<file path="config.mk">
export PLATFORM = sky130hd
export DESIGN_NAME = mrs_reset_ctrl
export DESIGN_NICKNAME = d
export VERILOG_FILES = /design/src/design/mrs_pkg.sv /design/src/design/mrs_persist_filter.sv /design/src/design/mrs_reset_ctrl.sv
export SDC_FILE = /design/constraint.sdc
export NUM_CORES = 1
export LEC_CHECK = 0
export BUFFER_PORTS_ARGS = -buffer_cell sky130_fd_sc_hd__buf_2
export CELL_PAD_IN_SITES_DETAIL_PLACEMENT = 0
export CELL_PAD_IN_SITES_GLOBAL_PLACEMENT = 1
export CORE_MARGIN = 8
export CORE_UTILIZATION = 40
export CTS_CLUSTER_DIAMETER = 40
export DETAILED_ROUTE_END_ITERATION = 8
export PLACE_DENSITY = 0.74
export SETUP_SLACK_MARGIN = 0.5
export SLEW_MARGIN = 20
export SYNTH_ARGS = -nofsm -noshare
export SYNTH_HDL_FRONTEND = slang
export SYNTH_SLANG_ARGS = --single-unit
export TNS_END_PERCENT = 50
</file>
<file path="constraint.sdc">
create_clock -name i_mclk -period 3.3 [get_ports i_mclk]
set_input_delay 0.33 -clock i_mclk [delete_from_list [all_inputs] [get_ports i_mclk]]
set_output_delay 0.33 -clock i_mclk [all_outputs]
set_load 0.02 [all_outputs]
</file>
<file path="src/design/mrs_pkg.sv">
// Package: constants and types for the reset source controller
package mrs_pkg;
   // ----------------------------------------------------------------
   // Register offsets
   // ----------------------------------------------------------------
   localparam logic [3:0] ADDR_PIN_FUNC = 4'h0;
   localparam logic [3:0] ADDR_FLAGS = 4'h4;
   localparam logic [3:0] ADDR_THRESH = 4'h8;
   localparam logic [3:0] ADDR_STATUS = 4'hc;

   // ----------------------------------------------------------------
   // Codes and reset values
   // ----------------------------------------------------------------
   localparam logic [7:0] PIN_FUNC_IO = 8'h55;
   localparam logic [7:0] PIN_FUNC_RESET = 8'haa;
   localparam logic [7:0] PIN_FUNC_POR = 8'h55;
   localparam logic [7:0] THR_CODE_0 = 8'h55;
   localparam logic [7:0] THR_CODE_1 = 8'h33;
   localparam logic [7:0] THR_CODE_2 = 8'h99;
   localparam logic [7:0] THR_CODE_3 = 8'haa;
   localparam logic [7:0] THR_POR = 8'h55;
   localparam logic [3:0] FLAGS_POR = 4'h0;

   // ----------------------------------------------------------------
   // Flag bit positions
   // ----------------------------------------------------------------
   localparam int FLAG_CTRL_CODE = 3;
   localparam int FLAG_UNDERVOLT = 2;
   localparam int FLAG_THR_CODE = 1;
   localparam int FLAG_WDT_CODE = 0;

   // ----------------------------------------------------------------
   // Timing
   // ----------------------------------------------------------------
   localparam int CLK_PERIOD_NS = 40;
   localparam int SOFT_RESET_DELAY_NS = 1000;
   localparam int PIN_RESET_DELAY_NS = 16000;
   localparam int UNDERVOLT_FILTER_NS = 120000;
   localparam int SOFT_RESET_CYC = (SOFT_RESET_DELAY_NS + CLK_PERIOD_NS - 1) / CLK_PERIOD_NS;
   localparam int PIN_RESET_CYC = (PIN_RESET_DELAY_NS + CLK_PERIOD_NS - 1) / CLK_PERIOD_NS;
   localparam int UNDERVOLT_FILT_CYC =
      (UNDERVOLT_FILTER_NS + CLK_PERIOD_NS - 1) / CLK_PERIOD_NS;
   localparam int CNT_W = 16;

   // ----------------------------------------------------------------
   // Sequencer states
   // ----------------------------------------------------------------
   typedef enum logic [3:0] {
      ST_RUN = 4'b0001,
      ST_SOFT = 4'b0010,
      ST_HOLD = 4'b0100,
      ST_DELAY = 4'b1000
   } mrs_state_t;
endpackage : mrs_pkg

</file>
<file path="src/design/mrs_persist_filter.sv">
// Persistence filter: flags a level held longer than a cycle count
`timescale 1ns/100ps
module mrs_persist_filter #(
   parameter int CNT_W = 16,
   parameter int FILT_CYC = 3000
) (
   input wire logic i_mclk,
   input wire logic i_resetn,
   input wire logic i_level,
   output logic o_hit
);
   logic [CNT_W-1:0] cnt_ff;
   logic [CNT_W-1:0] nxt_cnt;
   logic nxt_hit;
   logic reached;

   // Saturate so a long dip never wraps back into the ignore window
   assign reached = (cnt_ff == CNT_W'(FILT_CYC));
   assign nxt_cnt = !i_level ? '0 : (reached ? cnt_ff : cnt_ff + 1'b1);
   assign nxt_hit = i_level && reached;

   always_ff @(posedge i_mclk or negedge i_resetn) begin
      if (!i_resetn) begin
         cnt_ff <= '0;
         o_hit <= 1'b0;
      end else begin
         cnt_ff <= nxt_cnt;
         o_hit <= nxt_hit;
      end
   end
endmodule : mrs_persist_filter

</file>
<file path="src/design/mrs_reset_ctrl.sv">
// Reset sequencer and reset source flag registers
//
// Behaviour
// - Power-on holds the core reset so the program counter starts at zero.
// - Power-on raises port preset so port registers load all ones.
// - Reset pin low, when selected, resets the core to address zero.
// - After pin release wait the pin reset delay; hold while pin is low.
// - Pin function code 0x55 selects plain I/O, 0xaa selects reset pin.
// - Any other pin function code resets the device after the soft delay.
// - Pin function register powers up as 0x55.
// - Invalid pin function code reset sets flag bit 3.
// - Control code flag is sticky; only a software zero write clears it.
// - With reset pin function selected, other shared functions are disabled.
// - Flag register bits 7 to 4 always read zero.
// - Undervolt reset on except in power-down; low supply resets and sets undervolt flag.
// - Undervolt reset acts only when low supply outlasts the filter time.
// - Undefined threshold code resets after soft delay and sets its flag.
// - Threshold register powers up as 0x55.
// - Undervolt reset is disabled during power-down.
// - Watchdog overflow resets the device.
// - Four threshold codes pick one level each; others force a reset.
// - Threshold code reset restores 0x55; undervolt reset keeps contents.
// - Undervolt and threshold flags are sticky; only zero writes clear.
//
// The address-and-strobe port and the placing of the registers were left to the implementer.
`timescale 1ns/100ps
module mrs_reset_ctrl #(
   parameter int CNT_W = mrs_pkg::CNT_W,
   parameter int SOFT_CYC = mrs_pkg::SOFT_RESET_CYC,
   parameter int PIN_CYC = mrs_pkg::PIN_RESET_CYC,
   parameter int FILT_CYC = mrs_pkg::UNDERVOLT_FILT_CYC
) (
   input wire logic i_mclk,
   input wire logic i_resetn,
   input wire logic [3:0] i_addr,
   input wire logic [7:0] i_wdata,
   input wire logic i_wr,
   input wire logic i_rd,
   output logic [7:0] o_rdata,
   input wire logic i_ext_reset_pin_n,
   input wire logic [3:0] i_supply_below,
   input wire logic i_supply_above_floor,
   input wire logic i_power_down,
   input wire logic i_wdt_overflow,
   input wire logic i_wdt_code_fault,
   output logic o_core_reset,
   output logic o_port_preset,
   output logic o_shared_fn_disable,
   output logic o_undervolt_en
);
   // ----------------------------------------------------------------
   // Code decoders
   // ----------------------------------------------------------------
   function automatic logic thr_valid(input logic [7:0] code);
      thr_valid = (code == mrs_pkg::THR_CODE_0) || (code == mrs_pkg::THR_CODE_1) ||
                  (code == mrs_pkg::THR_CODE_2) || (code == mrs_pkg::THR_CODE_3);
   endfunction : thr_valid

   function automatic logic [1:0] thr_index(input logic [7:0] code);
      logic [1:0] idx;
      idx = 2'd0;
      if (code == mrs_pkg::THR_CODE_1) idx = 2'd1;
      if (code == mrs_pkg::THR_CODE_2) idx = 2'd2;
      if (code == mrs_pkg::THR_CODE_3) idx = 2'd3;
      thr_index = idx;
   endfunction : thr_index

   function automatic logic pin_func_valid(input logic [7:0] code);
      pin_func_valid = (code == mrs_pkg::PIN_FUNC_IO) || (code == mrs_pkg::PIN_FUNC_RESET);
   endfunction : pin_func_valid

   // ----------------------------------------------------------------
   // State
   // ----------------------------------------------------------------
   mrs_pkg::mrs_state_t state_ff;
   mrs_pkg::mrs_state_t nxt_state;
   logic [CNT_W-1:0] cnt_ff;
   logic [CNT_W-1:0] nxt_cnt;
   logic por_ff;
   logic nxt_por;
   logic [7:0] pin_func_ff;
   logic [7:0] nxt_pin_func;
   logic [7:0] thr_ff;
   logic [7:0] nxt_thr;
   logic [3:0] flags_ff;
   logic [3:0] nxt_flags;
   logic [7:0] nxt_rdata;
   logic nxt_core_reset;

   // ----------------------------------------------------------------
   // Event decoding
   // ----------------------------------------------------------------
   logic wr_pin_func;
   logic wr_flags;
   logic wr_thr;
   logic pin_sel;
   logic pin_low;
   logic pin_func_bad;
   logic thr_bad;
   logic soft_bad;
   logic lv_en;
   logic lv_low;
   logic lv_hit;
   logic hard_evt;
   logic soft_done;
   logic delay_done;
   logic fire;
   logic [3:0] flag_set;
   logic [3:0] flag_clr;
   logic [7:0] rd_mux;

   assign wr_pin_func = i_wr && (i_addr == mrs_pkg::ADDR_PIN_FUNC);
   assign wr_flags = i_wr && (i_addr == mrs_pkg::ADDR_FLAGS);
   assign wr_thr = i_wr && (i_addr == mrs_pkg::ADDR_THRESH);

   assign pin_sel = (pin_func_ff == mrs_pkg::PIN_FUNC_RESET);
   assign pin_low = pin_sel && !i_ext_reset_pin_n;
   assign pin_func_bad = !pin_func_valid(pin_func_ff);
   assign thr_bad = !thr_valid(thr_ff);
   assign soft_bad = pin_func_bad || thr_bad || i_wdt_code_fault;

   // Comparator outputs are ignored in power-down so no dip can be counted
   assign lv_en = !i_power_down;
   assign lv_low = lv_en && i_supply_above_floor && i_supply_below[thr_index(thr_ff)];

   mrs_persist_filter #(
      .CNT_W(CNT_W),
      .FILT_CYC(FILT_CYC)
   ) u_lv_filter (
      .i_mclk(i_mclk),
      .i_resetn(i_resetn),
      .i_level(lv_low),
      .o_hit(lv_hit)
   );

   assign hard_evt = pin_low || lv_hit;
   assign soft_done = (cnt_ff == CNT_W'(SOFT_CYC - 1));
   assign delay_done = (cnt_ff == CNT_W'(PIN_CYC - 1));
   assign fire = (state_ff == mrs_pkg::ST_SOFT) && !hard_evt && !i_wdt_overflow &&
                 soft_bad && soft_done;

   // ----------------------------------------------------------------
   // Sequencer
   // ----------------------------------------------------------------
   // A code fault only arms the soft delay; a good code written back
   // before it expires cancels the pending reset.
   always_comb begin
      nxt_state = state_ff;
      unique case (state_ff)
         mrs_pkg::ST_RUN: begin
            if (hard_evt) nxt_state = mrs_pkg::ST_HOLD;
            else if (i_wdt_overflow) nxt_state = mrs_pkg::ST_DELAY;
            else if (soft_bad) nxt_state = mrs_pkg::ST_SOFT;
         end
         mrs_pkg::ST_SOFT: begin
            if (hard_evt) nxt_state = mrs_pkg::ST_HOLD;
            else if (i_wdt_overflow) nxt_state = mrs_pkg::ST_DELAY;
            else if (!soft_bad) nxt_state = mrs_pkg::ST_RUN;
            else if (soft_done) nxt_state = mrs_pkg::ST_DELAY;
         end
         mrs_pkg::ST_HOLD: begin
            if (!(pin_low || lv_low)) nxt_state = mrs_pkg::ST_DELAY;
         end
         mrs_pkg::ST_DELAY: begin
            if (hard_evt) nxt_state = mrs_pkg::ST_HOLD;
            else if (delay_done) nxt_state = mrs_pkg::ST_RUN;
         end
      endcase
   end

   assign nxt_cnt = ((nxt_state != state_ff) || (state_ff == mrs_pkg::ST_RUN) ||
                     (state_ff == mrs_pkg::ST_HOLD)) ? '0 : cnt_ff + 1'b1;
   assign nxt_core_reset = (nxt_state == mrs_pkg::ST_HOLD) ||
                           (nxt_state == mrs_pkg::ST_DELAY);
   assign nxt_por = por_ff && (nxt_state != mrs_pkg::ST_RUN);

   // ----------------------------------------------------------------
   // Registers
   // ----------------------------------------------------------------
   // Restoring the pin function code on its own fault reset keeps the
   // device from looping through soft resets forever.
   assign nxt_pin_func = (fire && pin_func_bad) ? mrs_pkg::PIN_FUNC_POR :
                         wr_pin_func ? i_wdata : pin_func_ff;
   assign nxt_thr = (fire && thr_bad) ? mrs_pkg::THR_POR :
                    wr_thr ? i_wdata : thr_ff;

   assign flag_set[mrs_pkg::FLAG_CTRL_CODE] = fire && pin_func_bad;
   assign flag_set[mrs_pkg::FLAG_UNDERVOLT] = lv_hit;
   assign flag_set[mrs_pkg::FLAG_THR_CODE] = fire && thr_bad;
   assign flag_set[mrs_pkg::FLAG_WDT_CODE] = fire && i_wdt_code_fault;
   assign flag_clr = wr_flags ? ~i_wdata[3:0] : 4'h0;
   // Set wins over a clear in the same cycle
   assign nxt_flags = flag_set | (flags_ff & ~flag_clr);

   // ----------------------------------------------------------------
   // Read path
   // ----------------------------------------------------------------
   assign rd_mux = (i_addr == mrs_pkg::ADDR_PIN_FUNC) ? pin_func_ff :
                   (i_addr == mrs_pkg::ADDR_FLAGS) ? {4'h0, flags_ff} :
                   (i_addr == mrs_pkg::ADDR_THRESH) ? thr_ff :
                   (i_addr == mrs_pkg::ADDR_STATUS) ? {por_ff, 3'h0, state_ff} :
                   8'h00;
   assign nxt_rdata = i_rd ? rd_mux : 8'h00;

   always_ff @(posedge i_mclk or negedge i_resetn) begin
      if (!i_resetn) begin
         state_ff <= mrs_pkg::ST_DELAY;
         cnt_ff <= '0;
         por_ff <= 1'b1;
         o_core_reset <= 1'b1;
         o_port_preset <= 1'b1;
      end else begin
         state_ff <= nxt_state;
         cnt_ff <= nxt_cnt;
         por_ff <= nxt_por;
         o_core_reset <= nxt_core_reset;
         o_port_preset <= nxt_por;
      end
   end

   always_ff @(posedge i_mclk or negedge i_resetn) begin
      if (!i_resetn) begin
         pin_func_ff <= mrs_pkg::PIN_FUNC_POR;
         thr_ff <= mrs_pkg::THR_POR;
         flags_ff <= mrs_pkg::FLAGS_POR;
         o_rdata <= 8'h00;
         o_shared_fn_disable <= 1'b0;
         o_undervolt_en <= 1'b1;
      end else begin
         pin_func_ff <= nxt_pin_func;
         thr_ff <= nxt_thr;
         flags_ff <= nxt_flags;
         o_rdata <= nxt_rdata;
         o_shared_fn_disable <= (nxt_pin_func == mrs_pkg::PIN_FUNC_RESET);
         o_undervolt_en <= lv_en;
      end
   end
endmodule : mrs_reset_ctrl

</file>
==> qor.tcl <==
set qor(timing.critical_path.cells) {or4_4, or3_4, a311oi_4, o31ai_4, a2111o_1, a311oi_4, buf_6, nor3_1}
set qor(status) {finished, final reports clean}
set qor(synth_cells) 406
set qor(insertedDiodeCount) 0
set qor(grt-ovfl-total) 0
set qor(pwr-share-clk) 0.332
set qor(max_slew.worst_pin.slew_ns) 0.869
set qor(area.growth.synth_to_final_pct) 18.0
set qor(grt_antenna_before_repair) 0
set qor(crit_fanout) 8
set qor(yosysSeqAreaShare) 0.453
set qor(synth.most_common_cell) {dfrtp_1}
set qor(chipWidth_um) 114
set qor(clock_tree_from_tritoncts) {built}
set qor(cts-root-to-sink-buffers) 2
set qor(period_share) 0.876
set qor(worst_ep_required_time_ns) 3.54
set qor(port_buffers) 36
set qor(synth.top_cells.by_area) {dfrtp_1 37%, dfstp_2 8.2%, mux2i_1 7.0%, nor2_1 4.7%, nor3_1 3.5%}
set qor(global_route_wire_length_before_repair_mm) 16.2
set qor(timing.final.ws_setup_ns) 0.408
set qor(cts.clk_slew.worst_paths_ns) 0.08
set qor(hpwl_mm) 6.98
set qor(h_tree_levels) 3
set qor(drtIter0Drc) 283
set qor(period_minus_slack_ns) 2.89
set qor(power_consumption_mw) 2.57
set qor(clk_latency_ns) 0.35
set qor(finalHoldViolations) 0
set qor(final_antenna_net_count) 0
set qor(post_synthesis_average_cell_area_um2) 9.48
set qor(sequential_power_share) 0.406
set qor(async_reset_ff_frac) 1.00
set qor(hold_path_cells) 2
set qor(cts-root-buf) {clkbuf_8}
set qor(setup_total_negative_slack_ns) 0
set qor(num_io_pins) 37
set qor(critical_path.startpoint_type) {register}
set qor(detail_route.drc_violations) 0
set qor(syn-num-nets) 435
set qor(sw_ratio) 0.319
set qor(total_switching_power_uw) 819
set qor(fmax_mhz) 346
set qor(core-area_um2) 9280
set qor(maxCapViolations) 0
set qor(yosys_warnings) 0
set qor(synth-main-ff-cell) {dfrtp_1}
set qor(fin_skew_ns) 0.0108
set qor(ys_seq_elements) 69
set qor(synthesis.area_um2) 3850
set qor(via_count) 3182
set qor(slew-limit-headroom) 0.420
set qor(finalSetupViolations) 0
set qor(synth.top_cells.by_count) {57 x dfrtp_1, 48 x nor2_1, 33 x nand2_1}
set qor(combinational_share_of_power) 0.263
set qor(floorplan.die_area_um2) 13000
set qor(dpl_cell_area_um2) 4190
set qor(groute.usage.overall) 0.158
set qor(vias_per_std_cell) 5.43
set qor(timing.critical_path.slowest_cell_delay_ns) 0.54
set qor(cellLeakagePower_nw) 2.05
set qor(routability_driven_placement_congestion_ratio) 0.848
set qor(cts_made_buffers) 9
set qor(end_kind) {register}
set qor(synth_top_cell_area_share) 0.371
set qor(timing.critical_path.arrival_ns) 3.13
set qor(post_route_cells_drive_above_1_share) 0.195
set qor(nets) 481
set qor(clock-sinks) 69
set qor(drt_first_pass_iters) 4
set qor(synthDistinctLibCells) 54
set qor(unrepaired_setup_endpoints_after_global_routing) {true}
set qor(final_cell_area_um2) 4540
set qor(routed_wirelength_mm) 9.83
set qor(timing.setup.critical_path_class) {reg2reg}
set qor(rows) 35
set qor(ir_drop_uv) 341
set qor(critPathMostFrequentCell) {a311oi_4}
set qor(routedWlPerCell_um) 16.8
set qor(reg2regPathDepth) 8
set qor(min-delay-path-class) {in2reg}
set qor(number_of_pins_exceeding_their_max_slew_limit_in_the_final_report) 0
set qor(library_cell_with_the_largest_summed_area_after_synthesis) {dfrtp_1}
set qor(start_util) 0.414
set qor(first_global_vias) 3165
set qor(largest_net_degree_at_the_start_of_global_routing) 70
set qor(dieHeight_um) 114
set qor(power_report.internal_total_mw) 1.75
set qor(pwr_density_cell_nw_per_um2) 566
set qor(post_synth_edffs) 0
set qor(critical_path.slowest_cell) {or4_4}
set qor(post_place_setup_slack_ns) 0.229
==> through the flow <==
| stage | hold WS, ns | instances | util |
|---|---|---|---|
| 2_1_floorplan | 0.0344 | 406 | - |
| 3_3_place_gp | 0.467 | 565 | 0.451 |
| 3_5_place_dp | 0.481 | 565 | 0.451 |
| 4_1_cts | 0.114 | 585 | 0.485 |
| 5_1_grt | 0.135 | 586 | 0.489 |
| 6_report | 0.143 | 586 | 0.489 |
==> sequential cells by signal, indices dropped and copies added, names as in the netlist <==
register / cells
o_shared_fn_disable: 1
o_undervolt_en: 1
cnt_ff: 16
u_lv_filter.o_hit: 1
state_ff: 4
por_ff: 1
pin_func_ff: 8
flags_ff: 4
o_core_reset: 1
u_lv_filter.cnt_ff: 16
thr_ff: 8
o_rdata: 8
==> kinds of logic after synthesis <==
kind of cell / Yosys count / synth area share
compound gates: 64 / 0.116
xor+xnor: 27 / 0.0615
fa+ha+maj: 4 / 0.0130
buf+inv: 27 / 0.0286
flops: 69 / 0.453
mux: 28 / 0.0732
simple gates: 187 / 0.255
==> area by class of cell <==
class | instances | area [µm²]
inverters | 15 | 56.3
clock inverters | 7 | 121
well taps | 129 | 161
fillers | 899 | 4740
repair buffers | 47 | 283
multi-input cells | 310 | 2050
flip-flops and latches | 69 | 1740
clock buffers | 9 | 124
==> repair_timing <==
| action | 4_1_cts | 5_1_grt |
|---|---|---|
| pin swaps | 1 | 1 |
| setup buffers | 3 | 1 |
| hold buffers | 0 | 0 |
| setup endpoints to repair | 16 | 18 |
| resized for setup | 7 | 3 |
| cloned | 1 | 0 |
==> layout by cell type, fill, tap and decap left out, types with 3 or more instances in the layout <==
| master | instances |
|---|---|
| a31oi_1 | 3 |
| and3_1 | 8 |
| xor2_1 | 14 |
| or2_2 | 3 |
| nand3_1 | 13 |
| nor2_1 | 48 |
| bufinv_16 | 3 |
| buf_2 | 36 |
| nor3_1 | 26 |
| o21ai_0 | 15 |
| dfrtp_1 | 57 |
| xnor2_1 | 13 |
| ha_1 | 4 |
| mux2i_1 | 27 |
| nor4bb_1 | 9 |
| o22ai_1 | 4 |
| nand2b_1 | 5 |
| nand2_1 | 33 |
| buf_4 | 8 |
| nand4_1 | 8 |
| nor4_1 | 5 |
| clkbuf_8 | 9 |
| inv_1 | 15 |
| or3_1 | 6 |
| nor3b_1 | 3 |
| and2_1 | 5 |
| dfstp_2 | 12 |
| a211oi_1 | 6 |
| a21oi_1 | 13 |
==> path summary, 6_finish.rpt <==
path | start | to | slack, ns
setup / recovery | thr_ff[6] | cnt_ff[5] | 0.41
hold / removal | i_power_down | o_undervolt_en | 0.14
setup reg to reg | thr_ff[6] | cnt_ff[5] | 0.41
hold reg to reg | u_lv_filter.o_hit | flags_ff[2] | 0.49
max in group asynchronous | i_resetn | cnt_ff[14] | 2.56
min in group asynchronous | i_resetn | o_rdata[0] | 0.17
==> power groups by stage <==
| stage | Clock, mW | Sequential (mW) | Combinational (mW) |
|---|---|---|---|
| 6_report | 0.853 | 1.04 | 0.675 |
| 5_1_grt | 0.912 | 1.06 | 0.731 |
| 4_1_cts | 0.875 | 1.04 | 0.635 |
| 3_5_place_dp | 0 | 1.06 | 0.567 |
| 3_3_place_gp | 0 | 1.05 | 0.562 |
| 2_1_floorplan | 0 | 1.03 | 0.420 |
==> worst max-delay path, delay by kind of cell, from the launching register on <==
kind / cells / cell delay (ns)
AOI/OAI and AO/OA: 4 / 1.21
buffers and inverters: 1 / 0.20
DFF: 1 / 0.38
and+or+nand+nor: 3 / 0.99
==> metal layers <==
layer	wire, µm	global-route usage	vias to the layer above
met1	4680	0.211	1544
met5	0	0	-
met4	151	0.0586	0
li1	-	-	1554
met2	4430	0.238	72
met3	562	0.0432	12
No activity file was read; power rests on OpenSTA's default activity.
